**src/hdl/mssb_pkg.sv**
```systemverilog
// Function
// - Low mode 0 holds output at lower limit.
// - Low mode 1 decelerates to stop instead.
// - Stop decel starts braking at brake frequency.
// - Zero brake time disables stop braking.
// - Brake start frequency limited 0.0 to 60.0.
// - Brake level in 1 percent, max 80.
// - Stop braking lasts brake time, up to 30.
// - Response 0 ramps current slowly, 1 quickly.
// - Forced brake input brakes, ignoring brake time.
// - Forced brake also works while stopped.
// - Run first applies startup braking for its time.
// - Start at starting frequency, never below 0.1; the code applies this floor only with CTRL_VF set.
// - Hold starting frequency for hold time.
// - Output stops at stop frequency, minimum 0.1; the code applies this floor only with CTRL_VF set.
// - Start below stop waits for reference above stop.
// - Upper clamps output, lower clamps reference.
package mssb_pkg;
  localparam int FREQ_W = 11;
  localparam int TIME_W = 12;
  localparam int LVL_W = 7;
  // Byte addresses of the registers.
  localparam logic [5:0] ADDR_CTRL = 6'h00;
  localparam logic [5:0] ADDR_UPPER = 6'h04;
  localparam logic [5:0] ADDR_LOWER = 6'h08;
  localparam logic [5:0] ADDR_MAXF = 6'h0C;
  localparam logic [5:0] ADDR_REF = 6'h10;
  localparam logic [5:0] ADDR_BSF = 6'h14;
  localparam logic [5:0] ADDR_BLVL = 6'h18;
  localparam logic [5:0] ADDR_BDUR = 6'h1C;
  localparam logic [5:0] ADDR_SBDUR = 6'h20;
  localparam logic [5:0] ADDR_START = 6'h24;
  localparam logic [5:0] ADDR_HOLD = 6'h28;
  localparam logic [5:0] ADDR_STOP = 6'h2C;
  localparam logic [5:0] ADDR_STEP = 6'h30;
  localparam logic [5:0] ADDR_STATUS = 6'h34;
  // Control register bit positions.
  localparam int CTRL_RUN = 0;
  localparam int CTRL_LOWMODE = 1;
  localparam int CTRL_RESP = 2;
  localparam int CTRL_VF = 3;
  // Status register field positions.
  localparam int STAT_FREQ_LSB = 0;
  localparam int STAT_LVL_LSB = 16;
  localparam int STAT_STATE_LSB = 24;
  // Setting limits in 0.1 Hz, 1 percent and 0.01 s units.
  localparam logic [11:0] FREQ_MAX_60 = 12'h258;
  localparam logic [11:0] FREQ_MAX_120 = 12'h4B0;
  localparam logic [11:0] LVL_MAX = 12'h050;
  localparam logic [11:0] TIME_MAX_30 = 12'hBB8;
  localparam logic [11:0] TIME_MAX_10 = 12'h3E8;
  localparam logic [FREQ_W-1:0] FREQ_FLOOR = 11'h001;
  // Values after reset.
  localparam logic [3:0] RST_CTRL = 4'h8;
  localparam logic [FREQ_W-1:0] RST_UPPER = 11'h258;
  localparam logic [FREQ_W-1:0] RST_LOWER = 11'h000;
  localparam logic [FREQ_W-1:0] RST_MAXF = 11'h258;
  localparam logic [FREQ_W-1:0] RST_REF = 11'h000;
  localparam logic [FREQ_W-1:0] RST_BSF = 11'h000;
  localparam logic [LVL_W-1:0] RST_BLVL = 7'h00;
  localparam logic [TIME_W-1:0] RST_BDUR = 12'h000;
  localparam logic [TIME_W-1:0] RST_SBDUR = 12'h000;
  localparam logic [FREQ_W-1:0] RST_START = 11'h005;
  localparam logic [TIME_W-1:0] RST_HOLD = 12'h000;
  localparam logic [FREQ_W-1:0] RST_STOP = 11'h002;
  localparam logic [FREQ_W-1:0] RST_STEP = 11'h001;
  // Timer tick of 10 ms at the 50 MHz clock.
  localparam int CLK_HZ = 50000000;
  localparam int TICK_MS = 10;
  localparam int TICK_CYC = CLK_HZ / 1000 * TICK_MS;
  typedef enum logic [5:0] {
    ST_IDLE = 6'h01,
    ST_SBRAKE = 6'h02,
    ST_HOLD = 6'h04,
    ST_RUN = 6'h08,
    ST_DECEL = 6'h10,
    ST_BRAKE = 6'h20
  } mssb_state_t;
endpackage : mssb_pkg

```
**src/hdl/mssb_seq.sv**
```systemverilog
`timescale 1ns/10ps
module mssb_seq #(
  parameter int TICK_CYC = mssb_pkg::TICK_CYC
) (
  // Clock and reset.
  input wire logic clk,
  input wire logic rst_b,
  // Avalon-MM slave.
  input wire logic [5:0] avs_address,
  input wire logic avs_read,
  input wire logic avs_write,
  input wire logic [31:0] avs_writedata,
  input wire logic [3:0] avs_byteenable,
  output logic [31:0] avs_readdata,
  output logic avs_waitrequest,
  // External forced braking pin.
  input wire logic forced_brake_input,
  // Drive outputs.
  output logic [mssb_pkg::FREQ_W-1:0] out_freq,
  output logic output_on,
  output logic brake_on,
  output logic [mssb_pkg::LVL_W-1:0] brake_level
);
  localparam int FW = mssb_pkg::FREQ_W;
  localparam int TW = mssb_pkg::TIME_W;
  localparam int LW = mssb_pkg::LVL_W;

  logic [3:0] ctrl_q;
  logic [FW-1:0] upper_freq_limit_q, lower_freq_limit_q, maximum_freq_q, ref_freq_q;
  logic [FW-1:0] brake_start_freq_q, start_freq_q, stop_freq_q, ramp_step_q;
  logic [LW-1:0] brake_current_level_q;
  logic [TW-1:0] brake_duration_q, startup_brake_duration_q, start_freq_hold_time_q;
  logic ack_q;
  logic [31:0] readdata_q, rd_word, wr_word, be_mask;
  logic [19:0] tick_cnt_q;
  logic tick;
  logic sync1_q, sync2_q, sync3_q, forced_q;
  mssb_pkg::mssb_state_t state_q;
  logic [TW-1:0] timer_q;
  logic [FW-1:0] out_freq_q;
  logic [LW-1:0] brake_level_q;
  logic [FW-1:0] eff_start, eff_stop, ref_lim, tgt;
  logic low_stop, run_ok, brk_cond, cut_cond, brake_w;

  function automatic logic [11:0] clamp_to(input logic [31:0] v, input logic [11:0] hi);
    clamp_to = (v > {20'h00000, hi}) ? hi : v[11:0];
  endfunction : clamp_to

  // Bus handshake: every access is answered one cycle after it is presented.
  assign avs_waitrequest = (avs_read | avs_write) & ~ack_q;
  assign avs_readdata = readdata_q;

  always_ff @(posedge clk or negedge rst_b) begin
    if (!rst_b) begin
      ack_q <= 1'b0;
    end else begin
      ack_q <= (avs_read | avs_write) & ~ack_q;
    end
  end

  always_comb begin
    rd_word = 32'h00000000;
    case (avs_address)
      mssb_pkg::ADDR_CTRL: rd_word = {28'h0000000, ctrl_q};
      mssb_pkg::ADDR_UPPER: rd_word = {21'h000000, upper_freq_limit_q};
      mssb_pkg::ADDR_LOWER: rd_word = {21'h000000, lower_freq_limit_q};
      mssb_pkg::ADDR_MAXF: rd_word = {21'h000000, maximum_freq_q};
      mssb_pkg::ADDR_REF: rd_word = {21'h000000, ref_freq_q};
      mssb_pkg::ADDR_BSF: rd_word = {21'h000000, brake_start_freq_q};
      mssb_pkg::ADDR_BLVL: rd_word = {25'h0000000, brake_current_level_q};
      mssb_pkg::ADDR_BDUR: rd_word = {20'h00000, brake_duration_q};
      mssb_pkg::ADDR_SBDUR: rd_word = {20'h00000, startup_brake_duration_q};
      mssb_pkg::ADDR_START: rd_word = {21'h000000, start_freq_q};
      mssb_pkg::ADDR_HOLD: rd_word = {20'h00000, start_freq_hold_time_q};
      mssb_pkg::ADDR_STOP: rd_word = {21'h000000, stop_freq_q};
      mssb_pkg::ADDR_STEP: rd_word = {21'h000000, ramp_step_q};
      mssb_pkg::ADDR_STATUS: begin
        rd_word[mssb_pkg::STAT_FREQ_LSB +: FW] = out_freq_q;
        rd_word[mssb_pkg::STAT_LVL_LSB +: LW] = brake_level_q;
        rd_word[mssb_pkg::STAT_STATE_LSB +: 6] = state_q;
      end
      default: rd_word = 32'h00000000;
    endcase
  end

  // Byte enables merge new data into the current register value.
  always_comb begin
    for (int i = 0; i < 4; i++) begin
      be_mask[i*8 +: 8] = {8{avs_byteenable[i]}};
    end
    wr_word = (rd_word & ~be_mask) | (avs_writedata & be_mask);
  end

  always_ff @(posedge clk or negedge rst_b) begin
    if (!rst_b) begin
      readdata_q <= 32'h00000000;
    end else if (avs_read && !ack_q) begin
      readdata_q <= rd_word;
    end
  end

  // Register writes take effect at the edge where waitrequest is low.
  always_ff @(posedge clk or negedge rst_b) begin
    if (!rst_b) begin
      ctrl_q <= mssb_pkg::RST_CTRL;
      upper_freq_limit_q <= mssb_pkg::RST_UPPER;
      lower_freq_limit_q <= mssb_pkg::RST_LOWER;
      maximum_freq_q <= mssb_pkg::RST_MAXF;
      ref_freq_q <= mssb_pkg::RST_REF;
      brake_start_freq_q <= mssb_pkg::RST_BSF;
      brake_current_level_q <= mssb_pkg::RST_BLVL;
      brake_duration_q <= mssb_pkg::RST_BDUR;
      startup_brake_duration_q <= mssb_pkg::RST_SBDUR;
      start_freq_q <= mssb_pkg::RST_START;
      start_freq_hold_time_q <= mssb_pkg::RST_HOLD;
      stop_freq_q <= mssb_pkg::RST_STOP;
      ramp_step_q <= mssb_pkg::RST_STEP;
    end else if (avs_write && ack_q) begin
      case (avs_address)
        mssb_pkg::ADDR_CTRL: ctrl_q <= wr_word[3:0];
        mssb_pkg::ADDR_UPPER: upper_freq_limit_q <=
          FW'(clamp_to(wr_word, mssb_pkg::FREQ_MAX_120));
        mssb_pkg::ADDR_LOWER: lower_freq_limit_q <=
          FW'(clamp_to(wr_word, mssb_pkg::FREQ_MAX_120));
        mssb_pkg::ADDR_MAXF: maximum_freq_q <= FW'(clamp_to(wr_word, mssb_pkg::FREQ_MAX_120));
        mssb_pkg::ADDR_REF: ref_freq_q <= FW'(clamp_to(wr_word, mssb_pkg::FREQ_MAX_120));
        mssb_pkg::ADDR_BSF: brake_start_freq_q <=
          FW'(clamp_to(wr_word, mssb_pkg::FREQ_MAX_60));
        mssb_pkg::ADDR_BLVL: brake_current_level_q <=
          LW'(clamp_to(wr_word, mssb_pkg::LVL_MAX));
        mssb_pkg::ADDR_BDUR: brake_duration_q <= clamp_to(wr_word, mssb_pkg::TIME_MAX_30);
        mssb_pkg::ADDR_SBDUR: startup_brake_duration_q <=
          clamp_to(wr_word, mssb_pkg::TIME_MAX_30);
        mssb_pkg::ADDR_START: start_freq_q <=
          FW'(clamp_to(wr_word, mssb_pkg::FREQ_MAX_60));
        mssb_pkg::ADDR_HOLD: start_freq_hold_time_q <=
          clamp_to(wr_word, mssb_pkg::TIME_MAX_10);
        mssb_pkg::ADDR_STOP: stop_freq_q <=
          FW'(clamp_to(wr_word, mssb_pkg::FREQ_MAX_60));
        mssb_pkg::ADDR_STEP: ramp_step_q <= wr_word[FW-1:0];
        default: ctrl_q <= ctrl_q;
      endcase
    end
  end

  // The 10 ms tick that paces timers and ramps.
  always_ff @(posedge clk or negedge rst_b) begin
    if (!rst_b) begin
      tick_cnt_q <= 20'h00000;
    end else if (tick) begin
      tick_cnt_q <= 20'h00000;
    end else begin
      tick_cnt_q <= tick_cnt_q + 20'h00001;
    end
  end
  assign tick = (tick_cnt_q == 20'(TICK_CYC - 1));

  // The pin passes three flip-flops; a change counts when the last two agree.
  always_ff @(posedge clk or negedge rst_b) begin
    if (!rst_b) begin
      sync1_q <= 1'b0;
      sync2_q <= 1'b0;
      sync3_q <= 1'b0;
      forced_q <= 1'b0;
    end else begin
      sync1_q <= forced_brake_input;
      sync2_q <= sync1_q;
      sync3_q <= sync2_q;
      if (sync2_q == sync3_q) begin
        forced_q <= sync3_q;
      end
    end
  end

  // Effective frequencies, limits and start or stop conditions.
  always_comb begin
    eff_start = start_freq_q;
    eff_stop = stop_freq_q;
    if (ctrl_q[mssb_pkg::CTRL_VF] && start_freq_q == '0) begin
      eff_start = mssb_pkg::FREQ_FLOOR;
    end
    if (ctrl_q[mssb_pkg::CTRL_VF] && stop_freq_q == '0) begin
      eff_stop = mssb_pkg::FREQ_FLOOR;
    end
    low_stop = ctrl_q[mssb_pkg::CTRL_LOWMODE] && (ref_freq_q < lower_freq_limit_q);
    ref_lim = (ref_freq_q < lower_freq_limit_q) ? lower_freq_limit_q : ref_freq_q;
    tgt = ref_lim;
    if (tgt > upper_freq_limit_q) begin
      tgt = upper_freq_limit_q;
    end
    if (tgt > maximum_freq_q) begin
      tgt = maximum_freq_q;
    end
    run_ok = ctrl_q[mssb_pkg::CTRL_RUN] && (ref_freq_q > eff_stop) && !low_stop;
    brk_cond = (brake_duration_q != '0) && (out_freq_q <= brake_start_freq_q);
    cut_cond = (out_freq_q <= eff_stop);
  end

  // Sequencer: startup brake, hold, run, decelerate, then brake or cutoff.
  always_ff @(posedge clk or negedge rst_b) begin
    if (!rst_b) begin
      state_q <= mssb_pkg::ST_IDLE;
      timer_q <= '0;
      out_freq_q <= '0;
    end else if (forced_q) begin
      state_q <= mssb_pkg::ST_BRAKE;
      timer_q <= '0;
      out_freq_q <= '0;
    end else begin
      if (tick && timer_q != '0) begin
        timer_q <= timer_q - 12'h001;
      end
      case (state_q)
        mssb_pkg::ST_IDLE: begin
          out_freq_q <= '0;
          if (run_ok && startup_brake_duration_q != '0) begin
            state_q <= mssb_pkg::ST_SBRAKE;
            timer_q <= startup_brake_duration_q;
          end else if (run_ok) begin
            state_q <= mssb_pkg::ST_HOLD;
            timer_q <= start_freq_hold_time_q;
            out_freq_q <= eff_start;
          end
        end
        mssb_pkg::ST_SBRAKE: begin
          if (timer_q == '0) begin
            state_q <= mssb_pkg::ST_HOLD;
            timer_q <= start_freq_hold_time_q;
            out_freq_q <= eff_start;
          end
        end
        mssb_pkg::ST_HOLD: begin
          if (!run_ok) begin
            state_q <= mssb_pkg::ST_DECEL;
          end else if (timer_q == '0) begin
            state_q <= mssb_pkg::ST_RUN;
          end
        end
        mssb_pkg::ST_RUN: begin
          if (!run_ok) begin
            state_q <= mssb_pkg::ST_DECEL;
          end else if (tick && out_freq_q < tgt) begin
            out_freq_q <= (tgt - out_freq_q > ramp_step_q) ? out_freq_q + ramp_step_q : tgt;
          end else if (tick && out_freq_q > tgt) begin
            out_freq_q <= (out_freq_q - tgt > ramp_step_q) ? out_freq_q - ramp_step_q : tgt;
          end
        end
        mssb_pkg::ST_DECEL: begin
          if (run_ok) begin
            state_q <= mssb_pkg::ST_RUN;
          end else if (brk_cond) begin
            state_q <= mssb_pkg::ST_BRAKE;
            timer_q <= brake_duration_q;
            out_freq_q <= '0;
          end else if (cut_cond) begin
            state_q <= mssb_pkg::ST_IDLE;
            out_freq_q <= '0;
          end else if (tick) begin
            out_freq_q <= (out_freq_q > ramp_step_q) ? out_freq_q - ramp_step_q : '0;
          end
        end
        mssb_pkg::ST_BRAKE: begin
          if (timer_q == '0) begin
            state_q <= mssb_pkg::ST_IDLE;
          end
        end
        default: begin
          state_q <= mssb_pkg::ST_IDLE;
          out_freq_q <= '0;
        end
      endcase
    end
  end

  assign brake_w = (state_q == mssb_pkg::ST_SBRAKE) || (state_q == mssb_pkg::ST_BRAKE);

  // Braking current: quick mode jumps, slow mode climbs one percent per tick.
  always_ff @(posedge clk or negedge rst_b) begin
    if (!rst_b) begin
      brake_level_q <= '0;
    end else if (!brake_w) begin
      brake_level_q <= '0;
    end else if (ctrl_q[mssb_pkg::CTRL_RESP]) begin
      brake_level_q <= brake_current_level_q;
    end else if (tick && brake_level_q < brake_current_level_q) begin
      brake_level_q <= brake_level_q + 7'h01;
    end else if (brake_level_q > brake_current_level_q) begin
      brake_level_q <= brake_current_level_q;
    end
  end

  assign out_freq = out_freq_q;
  assign output_on = (state_q == mssb_pkg::ST_HOLD) || (state_q == mssb_pkg::ST_RUN) ||
                     (state_q == mssb_pkg::ST_DECEL);
  assign brake_on = brake_w;
  assign brake_level = brake_level_q;
endmodule : mssb_seq

```
**config.mk**
```make
export PLATFORM = sky130hd
export DESIGN_NAME = mssb_seq
export DESIGN_NICKNAME = d
export VERILOG_FILES = /design/src/hdl/mssb_pkg.sv /design/src/hdl/mssb_seq.sv
export SDC_FILE = /design/constraint.sdc
export NUM_CORES = 1
export LEC_CHECK = 0
export ABC_AREA = 1
export BUFFER_PORTS_ARGS = -buffer_cell sky130_fd_sc_hd__buf_2
export CAP_MARGIN = 15
export CORE_MARGIN = 2
export CORE_UTILIZATION = 40
export CTS_BUF_LIST = sky130_fd_sc_hd__clkbuf_4 sky130_fd_sc_hd__clkbuf_8
export CTS_CLUSTER_DIAMETER = 150
export CTS_CLUSTER_SIZE = 24
export DETAILED_ROUTE_END_ITERATION = 7
export PLACE_DENSITY = 0.61
export SKIP_CTS_REPAIR_TIMING = 1
export SLEW_MARGIN = 10
export SYNTH_ARGS = -nofsm -noshare
export SYNTH_HDL_FRONTEND = slang
export SYNTH_SLANG_ARGS = --single-unit
```
**constraint.sdc**
```tcl
create_clock -name clk -period 7.8 [get_ports clk]
set_clock_uncertainty 0.2 [all_clocks]
set_input_delay 0.78 -clock clk [delete_from_list [all_inputs] [get_ports clk]]
set_output_delay 0.78 -clock clk [all_outputs]
set_load 0.05 [all_outputs]
```
Yosys cells after proc, flatten, opt, wreduce, memory -nomap -nowiden
Index checks and enable logic that the tools add are counted.
- RAM bits: 0
- bits in read-only memories: 0
- bits in latches: 0
- output and inout bits: 53
- bits of input ports: 47
- flip-flop bits (word level): 225
- memories kept: 0
- magnitude comparators: 18
- equality and inequality tests: 33
- multiply operators: 0
- divide/modulo/power cells: 0
- bitwise gates (word level): 7
- shifts and indexed selects: 0
- reduce and logical (&&, ||, !) cells: 41
- muxes and demuxes: 54
- $add $sub $neg: 7
- operators with widths (kind ; number):
    two-way mux 11 bit ; 21
    one-hot mux 11 bit (14 select lines) ; 1
    two-way mux 12 bit ; 9
    > comparator 11 bit ; 7
    two-way mux 6 bit ; 12
    > comparator 32 x 10 -> 1 bit, second input constant ; 2
    one-hot mux 11 bit (5 select lines) ; 1
    equality test 6 bit, second input constant ; 7
    two-way mux 7 bit ; 6
    one-hot mux 12 bit (3 select lines) ; 1
    one-hot mux 6 bit (6 select lines) ; 1
    nonzero test 12 bit ; 3
    subtractor 11 bit ; 3
    AND 30 x 32 -> 32 bit ; 1
    AND 32 bit ; 1
    > comparator 32 x 11 -> 1 bit, second input constant ; 1
    > comparator 32 x 12 -> 1 bit, second input constant ; 1
    > comparator 32 x 7 -> 1 bit, second input constant ; 1
    NOT 32 bit ; 1
    OR 32 bit ; 1
    equality test 6 x 5 -> 1 bit, second input constant ; 5
    AND reduction 2 bit ; 13
    less-or-equal comparator 11 bit ; 2
    zero test 11 bit ; 2
    other kinds (30) ; 57

Logic depth before layout (Yosys ltp)
Gate-level depths: netlist of run 1.
- word-level depth: 14
- mapped depth: 56

Worst setup path after synthesis of run 1
OpenSTA, ideal clock, no wires.
- path kind: reg2reg
- start: register ref_freq_q[8]
- end: register out_freq_q[10], in the netlist out_freq[10]
- setup time: 0.067 ns
- stages on the path, launching flop included: 52
- path slack: 0.401 ns
- arrival time: 7.132 ns
- buffers on the path: 5
- path through: dfrtp_1 ha_1 a21oi_1 nor2_1 nor3_1 nand3_1 clkbuf_1 o21ai_0 ha_1 nand2_1 o21ai_0 o21ai_0 nand3_1 nand2_1 clkbuf_1 nand2_1 nand2_1 ha_1 [... 16 more ...] inv_1 o221ai_1 xor2_1 inv_1 ha_1 nand2_1 nor2_1 nand4_1 o2111ai_1 nand2_1 inv_1 clkbuf_1 nand2_1 nand3_1 nand3_1 nand3_1 nand2_1 nand2_1
- longest elaborated chain between the ends: 14
- elaborated cells between the ends (all ways): 33
- classes of those cells: add/sub (2); order compare (8); eq/ne (3); mux (12); reduce/logical (8)
- ends and longest elaborated chain (item ; RTL line ; RTL):
    start: declaration ; mssb_seq.sv:29 ; logic [FW-1:0] upper_freq_limit_q, lower_freq_limit_q, maximum_freq_q, ref_freq_q;
    start signal: assignment ; mssb_seq.sv:109 ; ref_freq_q <= mssb_pkg::RST_REF;
    start signal: assignment ; mssb_seq.sv:126 ; mssb_pkg::ADDR_REF: ref_freq_q <= FW'(clamp_to(wr_word, mssb_pkg::FREQ_MAX_120));
    less-than comparator 11 bit ; mssb_seq.sv:185, mssb_seq.sv:186 ;
    two-way mux 11 bit ; mssb_seq.sv:186 ; ref_lim = (ref_freq_q < lower_freq_limit_q) ? lower_freq_limit_q : ref_freq_q;
    > comparator 11 bit ; mssb_seq.sv:188 ; if (tgt > upper_freq_limit_q) begin
    two-way mux 11 bit ; mssb_seq.sv:188 ;
    > comparator 11 bit ; mssb_seq.sv:191 ; if (tgt > maximum_freq_q) begin
    two-way mux 11 bit ; mssb_seq.sv:191 ;
    subtractor 11 bit ; mssb_seq.sv:245 ; out_freq_q <= (out_freq_q - tgt > ramp_step_q) ? out_freq_q - ramp_step_q : tgt;
    > comparator 11 bit ; mssb_seq.sv:245 ;
    two-way mux 11 bit ; mssb_seq.sv:245 ;
    two-way mux 11 bit ; mssb_seq.sv:244 ; end else if (tick && out_freq_q > tgt) begin
    two-way mux 11 bit ; mssb_seq.sv:242 ; end else if (tick && out_freq_q < tgt) begin
    two-way mux 11 bit ; mssb_seq.sv:240 ; if (!run_ok) begin
    one-hot mux 11 bit (5 select lines) ; mssb_seq.sv:213 ; case (state_q)
    two-way mux 11 bit ; mssb_seq.sv:205 ; end else if (forced_q) begin
    end signal: assignment ; mssb_seq.sv:222 ; out_freq_q <= eff_start;
    end signal: assignment ; mssb_seq.sv:243 ; out_freq_q <= (tgt - out_freq_q > ramp_step_q) ? out_freq_q + ramp_step_q : tgt;
    end signal: assignment ; mssb_seq.sv:245 ;
    end: declaration ; mssb_seq.sv:40 ; logic [FW-1:0] out_freq_q;
Parallel ways exist; a longest one is shown, timed or not. The select of a mux whose other input is x is not followed.
A chain may end at the register's enable or synchronous reset.

Worst setup path in the final report of run 1
- start: register lower_freq_limit_q[8]
- end: register out_freq_q[6], in the netlist out_freq[6]
- longest elaborated chain between the ends: 14
- elaborated cells between the ends (all ways): 31
- classes of those cells: add/sub (2); order compare (7); eq/ne (3); mux (12); reduce/logical (7)
- ends and longest elaborated chain (item ; RTL line ; RTL):
    start: declaration ; mssb_seq.sv:29 ;
    start signal: assignment ; mssb_seq.sv:107 ; lower_freq_limit_q <= mssb_pkg::RST_LOWER;
    start signal: assignment ; mssb_seq.sv:123 ; mssb_pkg::ADDR_LOWER: lower_freq_limit_q <=
    less-than comparator 11 bit ; mssb_seq.sv:185, mssb_seq.sv:186 ;
    two-way mux 11 bit ; mssb_seq.sv:186 ;
    > comparator 11 bit ; mssb_seq.sv:188 ;
    two-way mux 11 bit ; mssb_seq.sv:188 ;
    > comparator 11 bit ; mssb_seq.sv:191 ;
    two-way mux 11 bit ; mssb_seq.sv:191 ;
    subtractor 11 bit ; mssb_seq.sv:245 ;
    > comparator 11 bit ; mssb_seq.sv:245 ;
    two-way mux 11 bit ; mssb_seq.sv:245 ;
    two-way mux 11 bit ; mssb_seq.sv:244 ;
    two-way mux 11 bit ; mssb_seq.sv:242 ;
    two-way mux 11 bit ; mssb_seq.sv:240 ;
    one-hot mux 11 bit (5 select lines) ; mssb_seq.sv:213 ;
    two-way mux 11 bit ; mssb_seq.sv:205 ;
Parallel ways exist; a longest one is shown, timed or not. The select of a mux whose other input is x is not followed.

==> flow_metrics.env, run 1 <==
export IMPL_period_needed_ns=7.577
export IMPL_sequentialPowerShare=0.242
export IMPL_clkLatencyLatePin_ns=0.59
export IMPL_place_gp_congestion=1.041
export IMPL_worst_setup_path_end_kind="flip-flop"
export IMPL_port_buffer_count=92
export IMPL_hold_violations=0
export IMPL_r2r_start="lower_freq_limit_q[8]"
export IMPL_placed_cell_area_um2=18710
export IMPL_die_x_um=213.0
export IMPL_synth_edf_count=0
export IMPL_layout_drive_gt1_share=0.1464
export IMPL_drt_wl_total_mm=67.86
export IMPL_die_area_um2=45360
export IMPL_grtUsageTotal=0.2923
export IMPL_yosysTopAreaCell="dfrtp_1"
export IMPL_p_clk_frac=0.104
export IMPL_syn_area_per_cell_um2=6.851
export IMPL_drv_cap=0
export IMPL_coreArea_um2=43080
export IMPL_tns_ns=0
export IMPL_hold_ws_ns=0.07546
export IMPL_ys_warn_count=0
export IMPL_start_util=0.4055
export IMPL_critPathKind="flip-flop to flip-flop"
export IMPL_timing_final_crit_share=0.9715
export IMPL_startpoint_type="flip-flop"
export IMPL_synth_area_leaders="dfrtp_1, nand2_1, ha_1"
export IMPL_path_buf_inv=10
export IMPL_power_total_mw=5.854
export IMPL_drt_initial_drc_count=2084
export IMPL_synth_top_area_frac=0.2965
export IMPL_setup_violations=0
export IMPL_fin_util=0.4593
export IMPL_overflow=0
export IMPL_grt_antenna_before_repair=2
export IMPL_htree_levels=1
export IMPL_async_reset_ff_frac=1.000
export IMPL_crit_required_ns=8.06
export IMPL_via_count=18363
export IMPL_root_buffer="clkbuf_8"
export IMPL_drc=0
export IMPL_peakVddDrop_v=0.0002852
export IMPL_grt_max_degree=119
export IMPL_maxSlewHeadroom=0.3406
export IMPL_dr_pass1_iters=8
export IMPL_nets=2848
export IMPL_syn2layout_area_growth_pct=13.26
export IMPL_rsz0062_at_grt="true"
export IMPL_synth_ff_type="dfrtp_1"
export IMPL_cts_buffer_depth=3
export IMPL_crit_family="simple AND/OR/NAND/NOR gates"
export IMPL_cts_sinks=221
export IMPL_timing_rr_end="out_freq[6]"
export IMPL_path_clk_slew_ns=0.17
export IMPL_ff2ff_path_depth=52
export IMPL_p_int_mw=2.891
export IMPL_hold_class="input pin to async pin"
export IMPL_worstMarginPinSlew_ns=0.9855
export IMPL_syn_area_um2=17470
export IMPL_status="finished, final reports clean"
export IMPL_vias_per_cell=5.652
export IMPL_p_per_area_nw_per_um2=295.8
export IMPL_grt_pass1_vias=16945
export IMPL_p_switching_mw=2.963
export IMPL_cpPeakStageDelay_ns=0.41
export IMPL_p_leak_nw=10.02
export IMPL_rrSetupSlack_ns=0.22
export IMPL_switching_share=0.5061
export IMPL_ys_seq_elements=221
export IMPL_final_max_slew_viol_count=0
export IMPL_max_freq_mhz=132.0
export IMPL_final_cell_area_um2=19790
export IMPL_pin_count=100
export IMPL_synthCells=2550
export IMPL_synth_cell_type_count=57
export IMPL_synth_seq_area_share=0.3176
export IMPL_drtAntennaViolNets=0
export IMPL_critPathArrivalTime_ns=7.83
export IMPL_die_h_um=213.0
export IMPL_dp_hpwl_mm=51.98
export IMPL_pwr_share_comb=0.655
export IMPL_critical_path_slowest_cell="dfrtp_1"
export IMPL_cp_max_fo=8
export IMPL_cts_tree="yes"
export IMPL_grt_pass1_wl_mm=100.7
export IMPL_cts_made_buffers=13
export IMPL_rows=76
export IMPL_diodes=0
export IMPL_wl_per_cell_um=20.89
[cells by family after synthesis]
family / after synthesis / synth area share
other cells: 1 / 0.0002147
compound gates: 401 / 0.1274
buf+inv: 395 / 0.09017
xor+xnor: 62 / 0.03108
mux: 1 / 0.0006446
flops: 221 / 0.3176
fa+ha+maj: 144 / 0.1047
simple gates: 1325 / 0.3282
[area by class of cell]
| class | instances | area (µm²) |
|---|---|---|
| Fill cell | 4505 | 23290 |
| Multi-Input combinational cell | 1940 | 10970 |
| Sequential cell | 221 | 5548 |
| Inverter | 308 | 1166 |
| Timing Repair Buffer | 172 | 1102 |
| Tap cell | 585 | 732.0 |
| Clock buffer | 20 | 231.5 |
| Clock inverter | 1 | 20.02 |
| Timing Repair inverter | 2 | 15.01 |
[state kept, by name, summed over array words and instances, names as in the netlist, 4 cells and up]
name	count
avs_readdata	25
brake_current_level_q	7
brake_duration_q	12
brake_level	7
brake_start_freq_q	11
ctrl_q	4
lower_freq_limit_q	11
maximum_freq_q	11
out_freq	11
ramp_step_q	11
ref_freq_q	11
start_freq_hold_time_q	12
start_freq_q	11
startup_brake_duration_q	12
state_q	6
stop_freq_q	11
tick_cnt_q	20
timer_q	12
upper_freq_limit_q	11
[power groups by stage]
| stage | registers (mW) | logic [mW] | clock network [mW] |
|---|---|---|---|
| 2_1_floorplan | 1.46 | 2.06 | 0 |
| 3_3_place_gp | 1.43 | 3.03 | 0 |
| 3_5_place_dp | 1.43 | 3.07 | 0 |
| 4_1_cts | 1.41 | 3.09 | 0.625 |
| 5_1_grt | 1.43 | 4.20 | 0.665 |
| 6_report | 1.41 | 3.83 | 0.608 |
[metal layers]
layer / up-vias / track usage / part of all wire
met3: 123 / 0.06163 / 0.096
met4: 2 / 0.09597 / 0.036
met5: - / 0 / 0.00019
li1: 8578 / - / -
met1: 8767 / 0.4107 / 0.43
met2: 893 / 0.4461 / 0.44
[cell usage after synthesis (4+ instances only)]
library cell and instances:
a21o_1 4, o21a_1 4, o211ai_1 14, inv_2 11
nor2_2 9, nor2_1 193, dfrtp_1 207, inv_1 288
buf_2 11, xnor2_1 7, buf_4 15, fa_1 4
nand2_2 20, ha_1 139, nand2_1 734, a31oi_1 9
clkinv_1 9, a21oi_1 121, o22ai_1 12, or2_2 10
o31ai_1 4, clkbuf_1 56, nor2_4 9, nand3_1 226
dfstp_2 14, o21ai_1 31, nor4_1 29, o2111ai_1 8
nor3_1 23, xor2_1 55, o21ai_0 167, o21bai_1 10
nand4_1 58
[layout by cell type (no fill, tap or decap), types with 69 or more instances in the layout]
master / n
a21oi_1: 113
buf_2: 94
buf_4: 69
dfrtp_1: 207
ha_1: 119
inv_1: 278
nand2_1: 698
nand3_1: 217
nor2_1: 185
o21ai_0: 149
[worst max path at each step]
stage / start / endpoint / slack (ns) / cells past startpoint
floorplan: ref_freq_q[8] / out_freq[10] / 0.40 / 51
global placement: lower_freq_limit_q[10] / out_freq[6] / 0.10 / 55
detailed placement: lower_freq_limit_q[10] / out_freq[6] / -0.11 / 55
CTS: lower_freq_limit_q[10] / out_freq[6] / -0.19 / 55
global route: lower_freq_limit_q[8] / out_freq[10] / -0.17 / 53
finish: lower_freq_limit_q[8] / out_freq[6] / 0.22 / 52
[through the flow]
step	worst slack (ns)	cells
CTS	-0.1885	3222
finish	0.2227	3249
floorplan	0.4007	2556
detailed placement	-0.1144	3201
global placement	0.1034	3201
global route	-0.1747	3249
(Power assumes the default switching activity.)
==> run 2, diff against run 1 <==
--- a/config.mk
+++ b/config.mk
@@ -5,16 +5,16 @@
 export SDC_FILE = /design/constraint.sdc
 export NUM_CORES = 1
 export LEC_CHECK = 0
-export ABC_AREA = 1
+export ABC_AREA = 0
 export BUFFER_PORTS_ARGS = -buffer_cell sky130_fd_sc_hd__buf_2
 export CAP_MARGIN = 15
 export CORE_MARGIN = 2
-export CORE_UTILIZATION = 40
+export CORE_UTILIZATION = 29
 export CTS_BUF_LIST = sky130_fd_sc_hd__clkbuf_4 sky130_fd_sc_hd__clkbuf_8
 export CTS_CLUSTER_DIAMETER = 150
 export CTS_CLUSTER_SIZE = 24
 export DETAILED_ROUTE_END_ITERATION = 7
-export PLACE_DENSITY = 0.61
+export PLACE_DENSITY = 0.49
 export SKIP_CTS_REPAIR_TIMING = 1
 export SLEW_MARGIN = 10
 export SYNTH_ARGS = -nofsm -noshare
==> flow_metrics.env, run 2 <==
export IMPL_critPathKind="flip-flop to flip-flop"
export IMPL_dp_hpwl_mm=55.40
export IMPL_peakVddDrop_v=0.0003499
export IMPL_die_x_um=242.4
export IMPL_timing_final_crit_share=1.014
export IMPL_path_clk_slew_ns=0.19
export IMPL_drv_cap=0
export IMPL_coreArea_um2=56280
export IMPL_synth_seq_area_share=0.3365
export IMPL_setup_ws_ns=-0.1113
export IMPL_cp_max_fo=8
export IMPL_setup_violations=11
export IMPL_ff2ff_path_depth=43
export IMPL_synth_cell_type_count=89
export IMPL_critical_path_slowest_cell="dfrtp_1"
export IMPL_final_max_slew_viol_count=0
export IMPL_die_h_um=242.4
export IMPL_syn_area_um2=16490
export IMPL_synth_area_leaders="dfrtp_1, ha_1, o21ai_0"
export IMPL_worst_setup_path_end_kind="flip-flop"
export IMPL_crit_required_ns=8.04
export IMPL_drtAntennaViolNets=0
export IMPL_worstMarginPinSlew_ns=1.157
export IMPL_die_area_um2=58770
export IMPL_drc=0
export IMPL_cts_made_buffers=13
export IMPL_vias_per_cell=5.698
export IMPL_via_count=16398
export IMPL_rrSetupSlack_ns=-0.11
export IMPL_rows=87
export IMPL_root_buffer="clkbuf_8"
export IMPL_grt_pass1_vias=15573
export IMPL_max_freq_mhz=126.4
export IMPL_p_leak_nw=8.753
export IMPL_synthCells=1934
export IMPL_async_reset_ff_frac=1.000
export IMPL_cts_buffer_depth=3
export IMPL_dp_cells=2828
export IMPL_pin_count=100
export IMPL_multi_input_area_um2=10930
export IMPL_cpPeakStageDelay_ns=0.45
export IMPL_critPathArrivalTime_ns=8.15
export IMPL_grt_antenna_before_repair=1
export IMPL_rsz0062_at_grt="true"
export IMPL_synth_top_area_frac=0.3142
export IMPL_synth_ff_type="dfrtp_1"
export IMPL_port_buffer_count=92
export IMPL_layout_drive_gt1_share=0.2297
export IMPL_place_gp_congestion=1.015
export IMPL_hold_violations=9
export IMPL_startpoint_type="flip-flop"
export IMPL_grt_max_degree=88
export IMPL_timing_rr_end="out_freq[3]"
export IMPL_ys_seq_elements=221
export IMPL_cts_tree="yes"
export IMPL_fin_util=0.3543
export IMPL_final_common_cell="dfrtp_1"
export IMPL_wl_per_cell_um=25.21
export IMPL_final_cells=2878
export IMPL_register_area_um2=5548
export IMPL_syn_area_per_cell_um2=8.524
export IMPL_drt_initial_drc_count=1399
export IMPL_period_needed_ns=7.911
export IMPL_start_util=0.2929
export IMPL_hold_class="input pin to async pin"
export IMPL_largest_reg_flops=25
export IMPL_syn2layout_area_growth_pct=20.95
export IMPL_clkLatencyLatePin_ns=0.61
export IMPL_maxSlewHeadroom=0.2283
export IMPL_violations="negative hold slack, negative setup slack"
export IMPL_grt_pass1_wl_mm=105.8
export IMPL_layout_common_cells="dfrtp_1, nand2_1, buf_4, o21ai_0"
export IMPL_nFillCells=5893
export IMPL_r2r_start="lower_freq_limit_q[1]"
export IMPL_dr_pass1_iters=5
export IMPL_drt_wl_total_mm=72.57
export IMPL_p_per_area_nw_per_um2=315.4
export IMPL_cts_sinks=221
export IMPL_synthTopCellsByCount="nand2_1, dfrtp_1, o21ai_0"
export IMPL_status="complete, but fails checks"
export IMPL_yosysTopAreaCell="dfrtp_1"
export IMPL_synth_edf_count=0
export IMPL_grtUsageTotal=0.2385
export IMPL_synth_most_common_cell="nand2_1"
export IMPL_ys_warn_count=0
export IMPL_nets=2305
export IMPL_htree_levels=1
export IMPL_hold_ws_ns=-0.02074
export IMPL_overflow=0
## run 2: cell types whose count changed in the layout (fill, tap and decap cells not counted), moves of 27 or more
cell and change:
nand4_1 -30, nand2_2 -40, and3_1 +27, nand2_1 -492, buf_4 +89, xor2_1 -33, a21oi_1 -45, inv_1 -161
o31ai_1 +31, nand3_1 -164, nor2_1 -63
## run 2: final cells by class
type / instances / share of cell area
Antenna cell: 2 / 0.0002510
Clock buffer: 18 / 0.01086
Clock inverter: 2 / 0.001380
Inverter: 128 / 0.02422
Multi-Input combinational cell: 1490 / 0.5479
Sequential cell: 221 / 0.2782
Tap cell: 756 / 0.04744
Timing Repair Buffer: 261 / 0.08973
## run 2: how the worst max path moves through the flow
stage                     startpoint     endpoint  cells after the start
5_1_grt                ref_freq_q[2]  out_freq[3]                     39
2_1_floorplan          ref_freq_q[2]  out_freq[0]                     43
3_3_place_gp   lower_freq_limit_q[2]  out_freq[5]                     43
4_1_cts        lower_freq_limit_q[2]  out_freq[3]                     44
6_report       lower_freq_limit_q[1]  out_freq[3]                     43
3_5_place_dp   lower_freq_limit_q[2]  out_freq[4]                     44
## run 2: cell families (layout without fill, tap and decap cells)
kind of cell	count (synthesis)	in the layout	share of synthesized area
AOI/OAI and AO/OA	579	580	0.2437
xor gates and xnor gates	55	55	0.02922
adders and majority gates	144	144	0.1110
buffers and inverters	231	409	0.05563
DFF	221	221	0.3365
muxes	35	35	0.02300
other	1	9	0.0002275
and+or+nand+nor	668	669	0.2007
## run 2: report_power, final
| part | switching (mW) | internal [mW] |
|---|---|---|
| Clock | 0.426 | 0.189 |
| Sequential | 0.118 | 1.22 |
| Combinational | 2.31 | 2.03 |
| Total | 2.85 | 3.44 |
## run 2: stage by stage
stage / power, mW / setup TNS [ns] / cell area, µm² / setup slack [ns]
global placement: 4.809 / -4.773 / 18790 / -0.4871
detailed placement: 4.840 / -6.744 / 18790 / -0.6590
CTS: 5.473 / -7.391 / 19040 / -0.7485
finish: 6.289 / -0.6012 / 19940 / -0.1113
global route: 6.697 / -5.452 / 19940 / -0.5543
floorplan: 3.554 / -0.3203 / 16720 / -0.08085
## run 2: metal layers
layer | up-vias | GRT usage | share of wire
met2 | 699 | 0.3671 | 0.44
met1 | 8113 | 0.3363 | 0.45
li1 | 7456 | - | -
met3 | 130 | 0.03667 | 0.074
met4 | 0 | 0.08860 | 0.040
met5 | - | 0 | 0
## run 2: critical path: cells and delay by family (launching register included)
| family | cells | cell delay, ns |
|---|---|---|
| AO/OA/AOI/OAI | 19 | 2.79 |
| XOR/XNOR | 1 | 0.14 |
| adder cells (fa/ha/maj) | 6 | 1.73 |
| buffers and inverters | 5 | 0.66 |
| flip-flops | 1 | 0.45 |
| multiplexers | 1 | 0.34 |
| AND/OR/NAND/NOR | 11 | 1.42 |
